## src/iosw_pkg.sv

```systemverilog
/*
  Package for the I/O safety watchdog: timing constants, pin group carrier and state encoding.
  Assumes a single 125 MHz device clock and a host that reaches the block through plain ports.
*/
package iosw_pkg;
  localparam int unsigned NS_PER_CYCLE       = 8;
  localparam logic [31:0] TIMEOUT_RESET_NS   = 32'h3B9A_CA00;
  localparam int          TIMER_W            = 32;
  localparam logic [31:0] TIMER_ZERO         = 32'h0000_0000;
  localparam logic [31:0] TIMER_ONE          = 32'h0000_0001;

  typedef enum logic [1:0] {
    IOSW_ST_ARMED = 2'b00,
    IOSW_ST_FIRED = 2'b01
  } iosw_state_e;

  // One pin's request from its function unit.
  typedef struct packed {
    logic out;
    logic oe_n;
  } iosw_pin_s;
endpackage

```

## src/iosw_watchdog.sv

```systemverilog
/*
  I/O safety watchdog: counts down from the programmed timeout, fires when the host stops kicking,
  releases every pin to a pulled-high input and blocks host traffic until the fired flag is cleared.
  Assumes synchronous inputs on ref_clk_i; weak pull-ups sit on the pads outside this block.
*/
// Summary of operation
// - The watchdog can fire only when the ENABLE parameter is set, and otherwise the fired state is never entered.
// - On firing every pin is detached from its unit and becomes a pulled-high input.
// - On firing all host communication is blocked until the fired flag is cleared.
// - Firing changes only pin routing and host traffic, so function units keep running and counting.
// - PWM and step waveforms keep running inside but never reach the pins while fired.
// - Clearing the fired flag resumes host traffic and restores the load-time pin routing.
// - The fired flag reads true after firing and the host clears it by writing false.
// - The timeout is an unsigned 32-bit nanosecond value that starts at one second.
// - The block fires when more than the timeout has passed since the last kick.
// - Each kick while armed restarts the timer for a full timeout period; kicks while fired are ignored.
`timescale 1ns/1ns
module iosw_watchdog #(
  parameter int          NUM_PINS = 72,
  parameter bit          ENABLE   = 1'b1
) (
  input  wire logic                          ref_clk_i,
  input  wire logic                          reset_n_i,
  input  wire logic                          kick_i,
  input  wire logic                          timeout_we_i,
  input  wire logic [31:0]                   bite_timeout_nanos_i,
  output logic      [31:0]                   bite_timeout_nanos_o,
  input  wire logic                          fired_we_i,
  input  wire logic                          fired_wdata_i,
  output logic                               fired_o,
  input  wire logic                          host_req_i,
  output logic                               host_req_o,
  input  wire iosw_pkg::iosw_pin_s [NUM_PINS-1:0] unit_pin_i,
  output logic      [NUM_PINS-1:0]           pin_out_o,
  output logic      [NUM_PINS-1:0]           pin_oe_n_o
);
  import iosw_pkg::*;

  function automatic logic [31:0] ns_to_cycles(input logic [31:0] ns);
    // Rounds down, so the loaded count exceeds the asked time only below 8 ns, where the one-cycle minimum is loaded.
    logic [31:0] c;
    c = ns / NS_PER_CYCLE;
    ns_to_cycles = (c == TIMER_ZERO) ? TIMER_ONE : c;
  endfunction

  logic [31:0] timeout_q, timeout_d;
  logic [31:0] count_q, count_d;
  iosw_state_e state_q, state_d;

  always_comb begin
    timeout_d = timeout_q;
    count_d   = count_q;
    state_d   = state_q;
    if (timeout_we_i) begin
      timeout_d = bite_timeout_nanos_i;
    end
    case (state_q)
      IOSW_ST_ARMED: begin
        if (kick_i) begin
          count_d = ns_to_cycles(timeout_d);
        end else if (count_q == TIMER_ZERO) begin
          state_d = IOSW_ST_FIRED;
        end else begin
          count_d = count_q - TIMER_ONE;
        end
      end
      IOSW_ST_FIRED: begin
        // Kicks while fired are ignored; only the explicit clear rearms.
        if (fired_we_i && !fired_wdata_i) begin
          state_d = IOSW_ST_ARMED;
          count_d = ns_to_cycles(timeout_d);
        end
      end
      default: begin
        state_d = IOSW_ST_ARMED;
      end
    endcase
    if (!ENABLE) begin
      state_d = IOSW_ST_ARMED;
    end
  end

  always_ff @(posedge ref_clk_i) begin
    if (!reset_n_i) begin
      timeout_q <= TIMEOUT_RESET_NS;
      count_q   <= TIMEOUT_RESET_NS / NS_PER_CYCLE;
      state_q   <= IOSW_ST_ARMED;
    end else begin
      timeout_q <= timeout_d;
      count_q   <= count_d;
      state_q   <= state_d;
    end
  end

  logic fired;
  assign fired                = (state_q == IOSW_ST_FIRED);
  assign fired_o              = fired;
  assign bite_timeout_nanos_o = timeout_q;
  assign host_req_o           = host_req_i && !fired;

  // Flat copies of the unit requests let the checks below compare whole pin groups at once.
  logic [NUM_PINS-1:0] unit_out;
  logic [NUM_PINS-1:0] unit_oe_n;

  // Function units are never reset or gated here, only their pins are rerouted.
  for (genvar g = 0; g < NUM_PINS; g++) begin : g_pin
    always_comb begin
      unit_out[g]   = unit_pin_i[g].out;
      unit_oe_n[g]  = unit_pin_i[g].oe_n;
      pin_out_o[g]  = fired ? 1'b1 : unit_pin_i[g].out;
      pin_oe_n_o[g] = fired ? 1'b1 : unit_pin_i[g].oe_n;
    end
  end

  chk_fires_at_zero: assert property (@(posedge ref_clk_i) disable iff (!reset_n_i)
    (ENABLE && state_q == IOSW_ST_ARMED && !kick_i && count_q == TIMER_ZERO) |=> fired)
    else $error("watchdog did not fire at zero count");
  chk_kick_reloads: assert property (@(posedge ref_clk_i) disable iff (!reset_n_i)
    (!fired && kick_i && !timeout_we_i) |=> (count_q == ns_to_cycles(timeout_q)) && !fired)
    else $error("kick did not reload the timer");
  chk_counts_down: assert property (@(posedge ref_clk_i) disable iff (!reset_n_i)
    (!fired && !kick_i && count_q != TIMER_ZERO) |=> count_q == $past(count_q) - TIMER_ONE)
    else $error("timer did not decrement");
  chk_pins_released: assert property (@(posedge ref_clk_i) disable iff (!reset_n_i)
    fired |-> (&pin_oe_n_o))
    else $error("pin still driven while fired");
  chk_host_blocked: assert property (@(posedge ref_clk_i) disable iff (!reset_n_i)
    fired |-> !host_req_o)
    else $error("host traffic passed while fired");
  chk_fired_sticks: assert property (@(posedge ref_clk_i) disable iff (!reset_n_i)
    (fired && !(fired_we_i && !fired_wdata_i)) |=> fired)
    else $error("fired flag dropped without a clear");
  chk_clear_restores: assert property (@(posedge ref_clk_i) disable iff (!reset_n_i)
    (fired && fired_we_i && !fired_wdata_i) |=> (!fired && pin_oe_n_o == unit_oe_n && pin_out_o == unit_out))
    else $error("clear did not restore operation");
  chk_routing_armed: assert property (@(posedge ref_clk_i) disable iff (!reset_n_i)
    !fired |-> (pin_out_o == unit_out && pin_oe_n_o == unit_oe_n))
    else $error("pin routing altered while armed");
  chk_pins_high_fired: assert property (@(posedge ref_clk_i) disable iff (!reset_n_i)
    fired |-> (&pin_out_o))
    else $error("unit waveform reached a pin while fired");
  chk_timeout_write: assert property (@(posedge ref_clk_i) disable iff (!reset_n_i)
    timeout_we_i |=> bite_timeout_nanos_o == $past(bite_timeout_nanos_i))
    else $error("timeout write did not land");
  chk_timeout_holds: assert property (@(posedge ref_clk_i) disable iff (!reset_n_i)
    !timeout_we_i |=> $stable(bite_timeout_nanos_o))
    else $error("timeout changed without a write");
  chk_clear_reloads: assert property (@(posedge ref_clk_i) disable iff (!reset_n_i)
    (fired && fired_we_i && !fired_wdata_i && !timeout_we_i) |=> count_q == ns_to_cycles(timeout_q))
    else $error("clear did not reload the timer");
  chk_host_passes: assert property (@(posedge ref_clk_i) disable iff (!reset_n_i)
    !fired |-> host_req_o == host_req_i)
    else $error("host traffic blocked while armed");
  chk_fire_needs_zero: assert property (@(posedge ref_clk_i) disable iff (!reset_n_i)
    (!fired && count_q != TIMER_ZERO) |=> !fired)
    else $error("watchdog fired before the count ran out");
  chk_disabled_quiet: assert property (@(posedge ref_clk_i) disable iff (!reset_n_i)
    !ENABLE |-> !fired)
    else $error("watchdog fired although not built in");

  cov_fire: cover property (@(posedge ref_clk_i) disable iff (!reset_n_i) $rose(fired));
  cov_clear: cover property (@(posedge ref_clk_i) disable iff (!reset_n_i) $fell(fired));
  cov_kick: cover property (@(posedge ref_clk_i) disable iff (!reset_n_i) !fired && kick_i);
  cov_write_one: cover property (@(posedge ref_clk_i) disable iff (!reset_n_i) fired && fired_we_i && fired_wdata_i);
  cov_timeout_write: cover property (@(posedge ref_clk_i) disable iff (!reset_n_i) timeout_we_i);
endmodule

```

## config.mk

```make
export PLATFORM = sky130hd
export DESIGN_NAME = iosw_watchdog
export DESIGN_NICKNAME = d
export VERILOG_FILES = /design/src/iosw_pkg.sv /design/src/iosw_watchdog.sv
export SDC_FILE = /design/constraint.sdc
export NUM_CORES = 1
export LEC_CHECK = 0
export ABC_CLOCK_PERIOD_IN_PS = 5100
export BUFFER_PORTS_ARGS = -buffer_cell sky130_fd_sc_hd__buf_4
export CORE_AREA = 2 2 140 142
export DETAILED_ROUTE_END_ITERATION = 8
export DIE_AREA = 0 0 142 144
export PLACE_DENSITY_LB_ADDON = 0.15
export SYNTH_ARGS = -nofsm -noshare
export SYNTH_HDL_FRONTEND = slang
export SYNTH_SLANG_ARGS = --single-unit
```

## constraint.sdc

```tcl
create_clock -name ref_clk_i -period 5.1 [get_ports ref_clk_i]
set_input_delay 1.02 -clock ref_clk_i [delete_from_list [all_inputs] [get_ports ref_clk_i]]
set_output_delay 1.02 -clock ref_clk_i [all_outputs]
set_load 0.005 [all_outputs]
```

==> flow_summary.yaml, run 1 <==
pwr:
  p_comb_share_pct: 27.1
  p_int_uw: 1160
  switching_share_pct: 28.6
  power_density_nw_per_um2: 215
  power.leakage_uw: 0.00370
  seqPwrFrac_pct: 35.1
  clockPowerShare_pct: 37.8
  vdd_drop_max_mv: 0.149
  net-switching-power_uw: 464
worst_setup_path:
  required_ns: 4.08
  critical_path_class: "register to output pin"
  worstPathMaxFanout: 89
  start_kind: "register"
  critPathCaptureType: "output pin"
  arrival_ns: 2.18
logic_synthesis:
  ys_seq_elements: 65
  synth_edf_count: 0
  syn_area_um2: 4420
  syn_area_per_cell_um2: 7.65
  synth.distinct_cells: 57
  synth_flop_cell: "dfxtp_1"
  synth_nets: 762
  synthCells: 578
  synth-async-reset-ratio_pct: 0
  yosysWarnings: 0
  yosysSeqAreaShare_pct: 29.4
placed_design:
  globalplace.congestion: 0.899
  place_hpwl_um: 19400
  dpl_cell_area_um2: 7280
  portBuffers: 360
die:
  boundaryPins: 361
  start_util_pct: 23.2
  die_width_um: 142
  die_y_um: 144
  dieArea_um2: 20400
  rows: 51
  core_area_um2: 19100
route:
  drt-total-wl_um: 24200
  drtAntennaViolNets: 0
  initialDrtViolationCount: 340
  wl_per_cell_um: 21.0
  vias: 5648
  drc: 0
  first_pass_iters: 5
  vias_per_cell: 4.89
sta:
  worst_slew_pin_slew_ns: 0.986
  drv_slew: 0
  skew_ns: 0.00502
  rsz0062_at_grt: "false"
  setup_viol: 0
  tns_ns: 0
  max_freq_ghz: 0.312
  finalCritPeriodShare_pct: 62.8
  layout_min_cycle_time_ns: 3.20
  hold_viol_final: 0
  relSlewSlack_pct: 34.1
finish:
  drive_above_1_share_pct: 59.0
  fin_nets: 1095
  nFillCells: 1988
  syn_to_final_growth_pct: 71.3
  mostFrequentLayoutCells: "364 x buf_4, 147 x or2_2, 64 x dfxtp_1, 49 x nor2_1, 43 x nand2_1"
  finalInstanceArea_um2: 7580
  mostFrequentLayoutCell: "buf_4"
global_route:
  track_usage_pct: 22.7
  first_global_vias: 5624
  grt_pass1_wl_um: 35000
  grt_max_degree: 90
  antenna_found_initial: 1
  overflow: 0
outcome:
  status: "finished clean"
cts:
  cts_made_buffers: 9
  clockRootBuffer: "clkbuf_16"
  cts_setup_buffers: 0
  clk_latency_ns: 0.33
  clkTransAtPathRegs_ns: 0.06
  cts_max_path_buffers: 2
  cts_sinks: 65
  cts_tree: "yes"
  cts-htree-levels: 3
  cts_hold_buf: 0
  ctsResizeCount: 0
flow_run:
  cap_violations: 0
min_path:
  hp-class: "register to register"
==> flip-flops by register name (all words and copies together), names as in the netlist <==
register / count
state_q: 1
bite_timeout_nanos_o: 32
count_q: 32
==> cells in the mapped netlist, types with 4 or more instances <==
cell type	number	area share, %
a21oi_1	11	1.2
mux2i_1	31	7.0
a31oi_1	8	1.1
o31ai_1	6	1.0
nand3_1	16	1.8
nand2_1	43	3.7
and3_1	4	0.57
dfxtp_1	65	29
o311ai_0	6	1.2
a211oi_1	10	1.7
inv_1	10	0.85
nor4_1	19	2.7
nor2_1	49	4.2
and4_1	4	0.79
nor3_1	13	1.5
nand4_1	12	1.7
clkbuf_1	34	2.9
a32o_1	7	1.6
o21ai_0	21	2.4
or2_2	147	21
==> area by class of cell <==
class	instances	area, um^2	area share (%)
multi-input combinational	461	2900	38.3
timing repair buffer	364	2730	36.1
sequential	65	1310	17.2
tap	238	298	3.93
clock buffer	10	250	3.30
clock inverter	6	47.5	0.628
inverter	10	37.5	0.495
antenna	1	2.50	0.0330
==> critical path: stages, from the launching register on <==
cell and delay (ns):
dfxtp_4 0.68, buf_4 0.64, or2_2 0.32, buf_4 0.14
==> path summary, 6_finish.rpt <==
kind / from / endpoint / slack, ns / depth (start not counted)
min: count_q[25] / count_q[25] / 0.47 / 2
min reg2reg: count_q[25] / count_q[25] / 0.47 / 2
max: state_q[0] / pin_oe_n_o[53] / 1.90 / 3
max reg2reg: state_q[0] / count_q[24] / 1.95 / 6
==> power by group through the flow <==
stage	Clock [uW]	Sequential (uW)	Combinational, uW
2_1_floorplan	0	574	166
3_3_place_gp	0	581	439
3_5_place_dp	0	581	439
4_1_cts	625	570	442
5_1_grt	646	575	481
6_report	615	571	440
==> cell families (layout without fill, tap and decap cells) <==
group | Yosys count | after routing | synth area share (%)
buffers and inverters | 52 | 390 | 5.04
and+or+nand+nor | 331 | 331 | 42.4
other | 0 | 1 | 0
xor gates and xnor gates | 1 | 1 | 0.198
adders and majority gates | 1 | 1 | 0.283
AOI/OAI and AO/OA | 96 | 96 | 15.3
DFF | 65 | 65 | 29.4
muxes | 32 | 32 | 7.27
==> per-stage QoR <==
stage | power, uW | cells | hold slack (ns) | setup WS, ns | util (%)
floorplan | 740 | 578 | 0.434 | 2.37 | -
global placement | 1020 | 1138 | 0.454 | 1.68 | 38.1
detailed placement | 1020 | 1138 | 0.465 | 1.61 | 38.1
CTS | 1640 | 1154 | 0.475 | 1.89 | 39.7
global route | 1700 | 1155 | 0.496 | 1.69 | 39.7
finish | 1630 | 1155 | 0.466 | 1.90 | 39.7
==> per-layer routing <==
layer	global-route usage, %	up-vias	part of all wire [%]
met5	0	-	0
met4	4.05	0	1.2
met3	10.4	17	11
met2	34.7	240	45
met1	29.7	2666	43
li1	-	2725	-
Note: power is estimated with default switching activity, not from simulation.
==> inputs of run 2 (changes only) <==
Settings changed: ABC_CLOCK_PERIOD_IN_PS 5100 to 2700.
Clock period 5.1 ns to 2.7 ns, I/O delays scaled along.
==> flow_summary.yaml, run 2 (synthesis gave the netlist of run 1 again) <==
outcome:
  status: "finished clean"
min_path:
  hp-class: "primary input to register"
  min-delay-start: "bite_timeout_nanos_i[2]"
cts:
  cts-htree-levels: 3
  cts_max_path_buffers: 2
  cts_sinks: 65
  cts_hold_buf: 0
  cts_made_buffers: 9
  cts_tree: "yes"
  clockRootBuffer: "clkbuf_16"
  clkTransAtPathRegs_ns: 0.06
  ctsResizeCount: 0
  clk_latency_ns: 0.33
  cts_setup_buffers: 0
finish:
  drive_above_1_share_pct: 60.1
  mostFrequentLayoutCell: "buf_4"
  stdcell_count: 1180
  fin_nets: 1121
  nFillCells: 1987
  register_area_um2: 1310
  syn_to_final_growth_pct: 76.0
  mostFrequentLayoutCells: "389 x buf_4, 147 x or2_2, 64 x dfxtp_1, 49 x nor2_1, 43 x nand2_1"
  n_antenna_cell: 0
  finalInstanceArea_um2: 7780
  multi_input_area_um2: 2900
worst_setup_path:
  arrival_ns: 2.62
  critical_path_class: "register to register"
  worstPathMaxFanout: 7
  required_ns: 2.87
  crit_path_start: "count_q[1]"
  timing.rr.start: "count_q[1]"
  critPathCaptureType: "register"
  start_kind: "register"
route:
  drtAntennaViolNets: 0
  first_pass_iters: 5
  vias_per_cell: 4.83
  drt-total-wl_um: 24300
  vias: 5695
  wl_per_cell_um: 20.6
  drc: 0
  initialDrtViolationCount: 347
die:
  die_width_um: 142
  rows: 51
  start_util_pct: 23.2
  dieArea_um2: 20400
  core_area_um2: 19100
  die_y_um: 144
  boundaryPins: 361
pwr:
  p_int_uw: 2250
  net-switching-power_uw: 891
  power_density_nw_per_um2: 404
  switching_share_pct: 28.3
  p_total_uw: 3140
  power.leakage_uw: 0.00384
  vdd_drop_max_mv: 0.266
  p_comb_share_pct: 27.5
  clockPowerShare_pct: 38.4
  seqPwrFrac_pct: 34.1
global_route:
  antenna_found_initial: 2
  track_usage_pct: 22.8
  grt_pass1_wl_um: 35000
  grt_max_degree: 86
  first_global_vias: 5588
  overflow: 0
sta:
  finalCritPeriodShare_pct: 90.6
  relSlewSlack_pct: 36.1
  tns_ns: 0
  skew_ns: 0.00653
  rsz0062_at_grt: "false"
  drv_slew: 0
  layout_min_cycle_time_ns: 2.45
  setup_viol: 0
  hold_viol_final: 0
  max_freq_ghz: 0.409
  worst_slew_pin_slew_ns: 0.951
  fin_hold_ws_ns: 0.438
placed_design:
  place_hpwl_um: 19600
  globalplace.congestion: 0.896
  dp_cells: 1164
  dpl_cell_area_um2: 7480
  portBuffers: 360
flow_run:
  cap_violations: 0
## run 2: stage by stage
step,utilization [%],worst slack [ns]
3_5_place_dp,39.2,0.305
5_1_grt,40.8,0.0595
6_report,40.8,0.253
2_1_floorplan,-,0.445
3_3_place_gp,39.2,0.350
4_1_cts,40.8,0.283
## run 2: per-layer routing
layer	wire length, um	vias to the layer above	part of all wire [%]	global-route usage [%]
li1	-	2769	-	-
met1	10600	2668	44	30.8
met2	11100	241	46	35.2
met3	2380	17	9.8	8.64
met4	231	0	0.95	3.89
met5	0	-	0	0
## run 2: final timing paths
| kind | cells after the start | slack, ns | end |
|---|---|---|---|
| worst max-delay path | 7 | 0.25 | count_q[12] |
| worst min-delay path | 3 | 0.44 | bite_timeout_nanos_o[2] |
| worst min register to register | 2 | 0.46 | count_q[25] |
| worst max register to register | 7 | 0.25 | count_q[12] |
## run 2: critical path, cell delays in order, from the launching register on
cell	delay (ns)
dfxtp_1	0.38
inv_1	0.06
ha_1	0.19
nor3b_1	0.18
and4_1	0.26
and4_1	0.28
nor3_1	0.78
a211oi_1	0.16
## run 2: cell type report
class	instances	area share (%)
timing repair buffer	390	37.8
inverter	10	0.482
tap	238	3.83
clock buffer	9	2.89
multi-input combinational	461	37.2
clock inverter	7	1.01
sequential	65	16.8
## run 2: power groups by stage
stage          Combinational, uW  Sequential, uW  Clock [uW]
2_1_floorplan                314            1080           0
3_3_place_gp                 865            1090           0
3_5_place_dp                 861            1090           0
4_1_cts                      868            1070        1220
5_1_grt                      939            1080        1270
6_report                     865            1070        1210
==> inputs of run 3 (changes only) <==
Settings changed: ABC_CLOCK_PERIOD_IN_PS 2700 to 3120.
Clock period 2.7 ns to 3.12 ns, I/O delays scaled along.
==> flow_summary.yaml, run 3 (synthesis gave the netlist of run 1 again) <==
pwr:
  p_total_uw: 2790
  power_density_nw_per_um2: 359
  vdd_drop_max_mv: 0.182
  power.leakage_uw: 0.00381
min_path:
  min_path_cells: 2
  hp-class: "register to register"
outcome:
  status: "finished clean"
placed_design:
  portBuffers: 360
  globalplace.congestion: 0.916
  place_hpwl_um: 19700
  pre_cts_ws_ns: 0.552
  dpl_cell_area_um2: 7450
worst_setup_path:
  worstPathMaxFanout: 5
  cp.buffers_inverters: 0
  max_stage_delay_ns: 0.58
  critPathCaptureType: "register"
  arrival_ns: 2.74
  cp.depth: 5
  critical_path_class: "register to register"
  start_kind: "register"
  cp_top_family: "simple AND/OR/NAND/NOR gates"
  cp_slowest_cell: "or4_4"
  required_ns: 3.38
  cp_cell_sequence: "nor3_1 > nand4_1 > or4_4 > or4_1 > a21oi_1"
  reg2reg_depth: 5
sta:
  hold_viol_final: 0
  relSlewSlack_pct: 54.9
  drv_slew: 0
  layout_min_cycle_time_ns: 2.49
  max_freq_ghz: 0.402
  finalCritPeriodShare_pct: 79.7
  rsz0062_at_grt: "false"
  setup_ws_ns: 0.634
  setup_viol: 0
  skew_ns: 0.00676
  worst_slew_pin_slew_ns: 0.670
  tns_ns: 0
finish:
  mostFrequentLayoutCells: "385 x buf_4, 147 x or2_2, 64 x dfxtp_1, 49 x nor2_1, 43 x nand2_1"
  syn_to_final_growth_pct: 75.7
  n_antenna_cell: 0
  final_core_util_pct: 40.7
  fin_nets: 1117
  finalInstanceArea_um2: 7770
  drive_above_1_share_pct: 59.7
  mostFrequentLayoutCell: "buf_4"
global_route:
  antenna_found_initial: 0
  grt_pass1_wl_um: 35400
  overflow: 0
  track_usage_pct: 22.8
  first_global_vias: 5727
  grt_max_degree: 119
die:
  start_util_pct: 23.2
  boundaryPins: 361
  die_y_um: 144
  core_area_um2: 19100
  die_width_um: 142
  dieArea_um2: 20400
  rows: 51
route:
  first_pass_iters: 5
  initialDrtViolationCount: 333
  drt-total-wl_um: 24400
  vias: 5675
  wl_per_cell_um: 20.7
  drc: 0
  vias_per_cell: 4.83
  drtAntennaViolNets: 0
cts:
  cts_made_buffers: 9
  cts-htree-levels: 3
  ctsResizeCount: 0
  cts_setup_buffers: 0
  cts_tree: "yes"
  clkTransAtPathRegs_ns: 0.06
  cts_sinks: 65
  clockRootBuffer: "clkbuf_16"
  cts_hold_buf: 0
  cts_max_path_buffers: 2
  clk_latency_ns: 0.33
flow_run:
  cap_violations: 0
run 3: cell count changes in the layout (fill, tap and decap cells not counted):
cell	previous run	this run
clkinv_4	3	1
inv_4	1	0
buf_4	389	385
bufinv_16	1	2
inv_8	1	0
clkinvlp_4	0	1
clkbuf_8	0	1
clkinv_2	1	0
clkbuf_1	0	2
run 3: final cells by class:
class,count,area (um^2)
flip-flops and latches,65,1310
inverters,10,37.5
well taps,238,298
multi-input cells,461,2900
repair buffers,386,2910
clock inverters,4,76.3
fillers,1984,11300
clock buffers,12,246
run 3: layer usage:
layer	track usage [%]	part of all wire, %	wire length, um	vias to the layer above
li1	-	-	-	2758
met1	30.5	44	10700	2636
met2	34.6	44	10800	256
met3	8.87	10	2440	25
met4	5.42	1.7	424	0
met5	0	0	0	-
run 3: power by group:
part           leakage [uW]  internal (uW)  switching (uW)  total [uW]
Sequential         0.000537            880            50.0         930
Combinational       0.00312            439             301         739
Clock              0.000153            724             394        1120
Total               0.00381           2040             744        2790
run 3: path summary, 6_finish.rpt:
| kind | startpoint | endpoint | slack (ns) |
|---|---|---|---|
| hold reg to reg | count_q[25] | count_q[25] | 0.46 |
| setup reg to reg | count_q[5] | count_q[31] | 0.63 |
| hold / removal | count_q[25] | count_q[25] | 0.46 |
| setup / recovery | count_q[5] | count_q[31] | 0.63 |
run 3: through the flow:
stage          cells  hold WS, ns
2_1_floorplan    578        0.434
4_1_cts         1176        0.465
5_1_grt         1176        0.488
3_3_place_gp    1160        0.460
6_report        1176        0.463
3_5_place_dp    1160        0.457
run 3: worst reg2reg max path, stage by stage (launching register included):
cell and delay [ns]:
dfxtp_1 0.33, nor3_1 0.54, nand4_1 0.33, or4_4 0.58
or4_1 0.48, a21oi_1 0.15
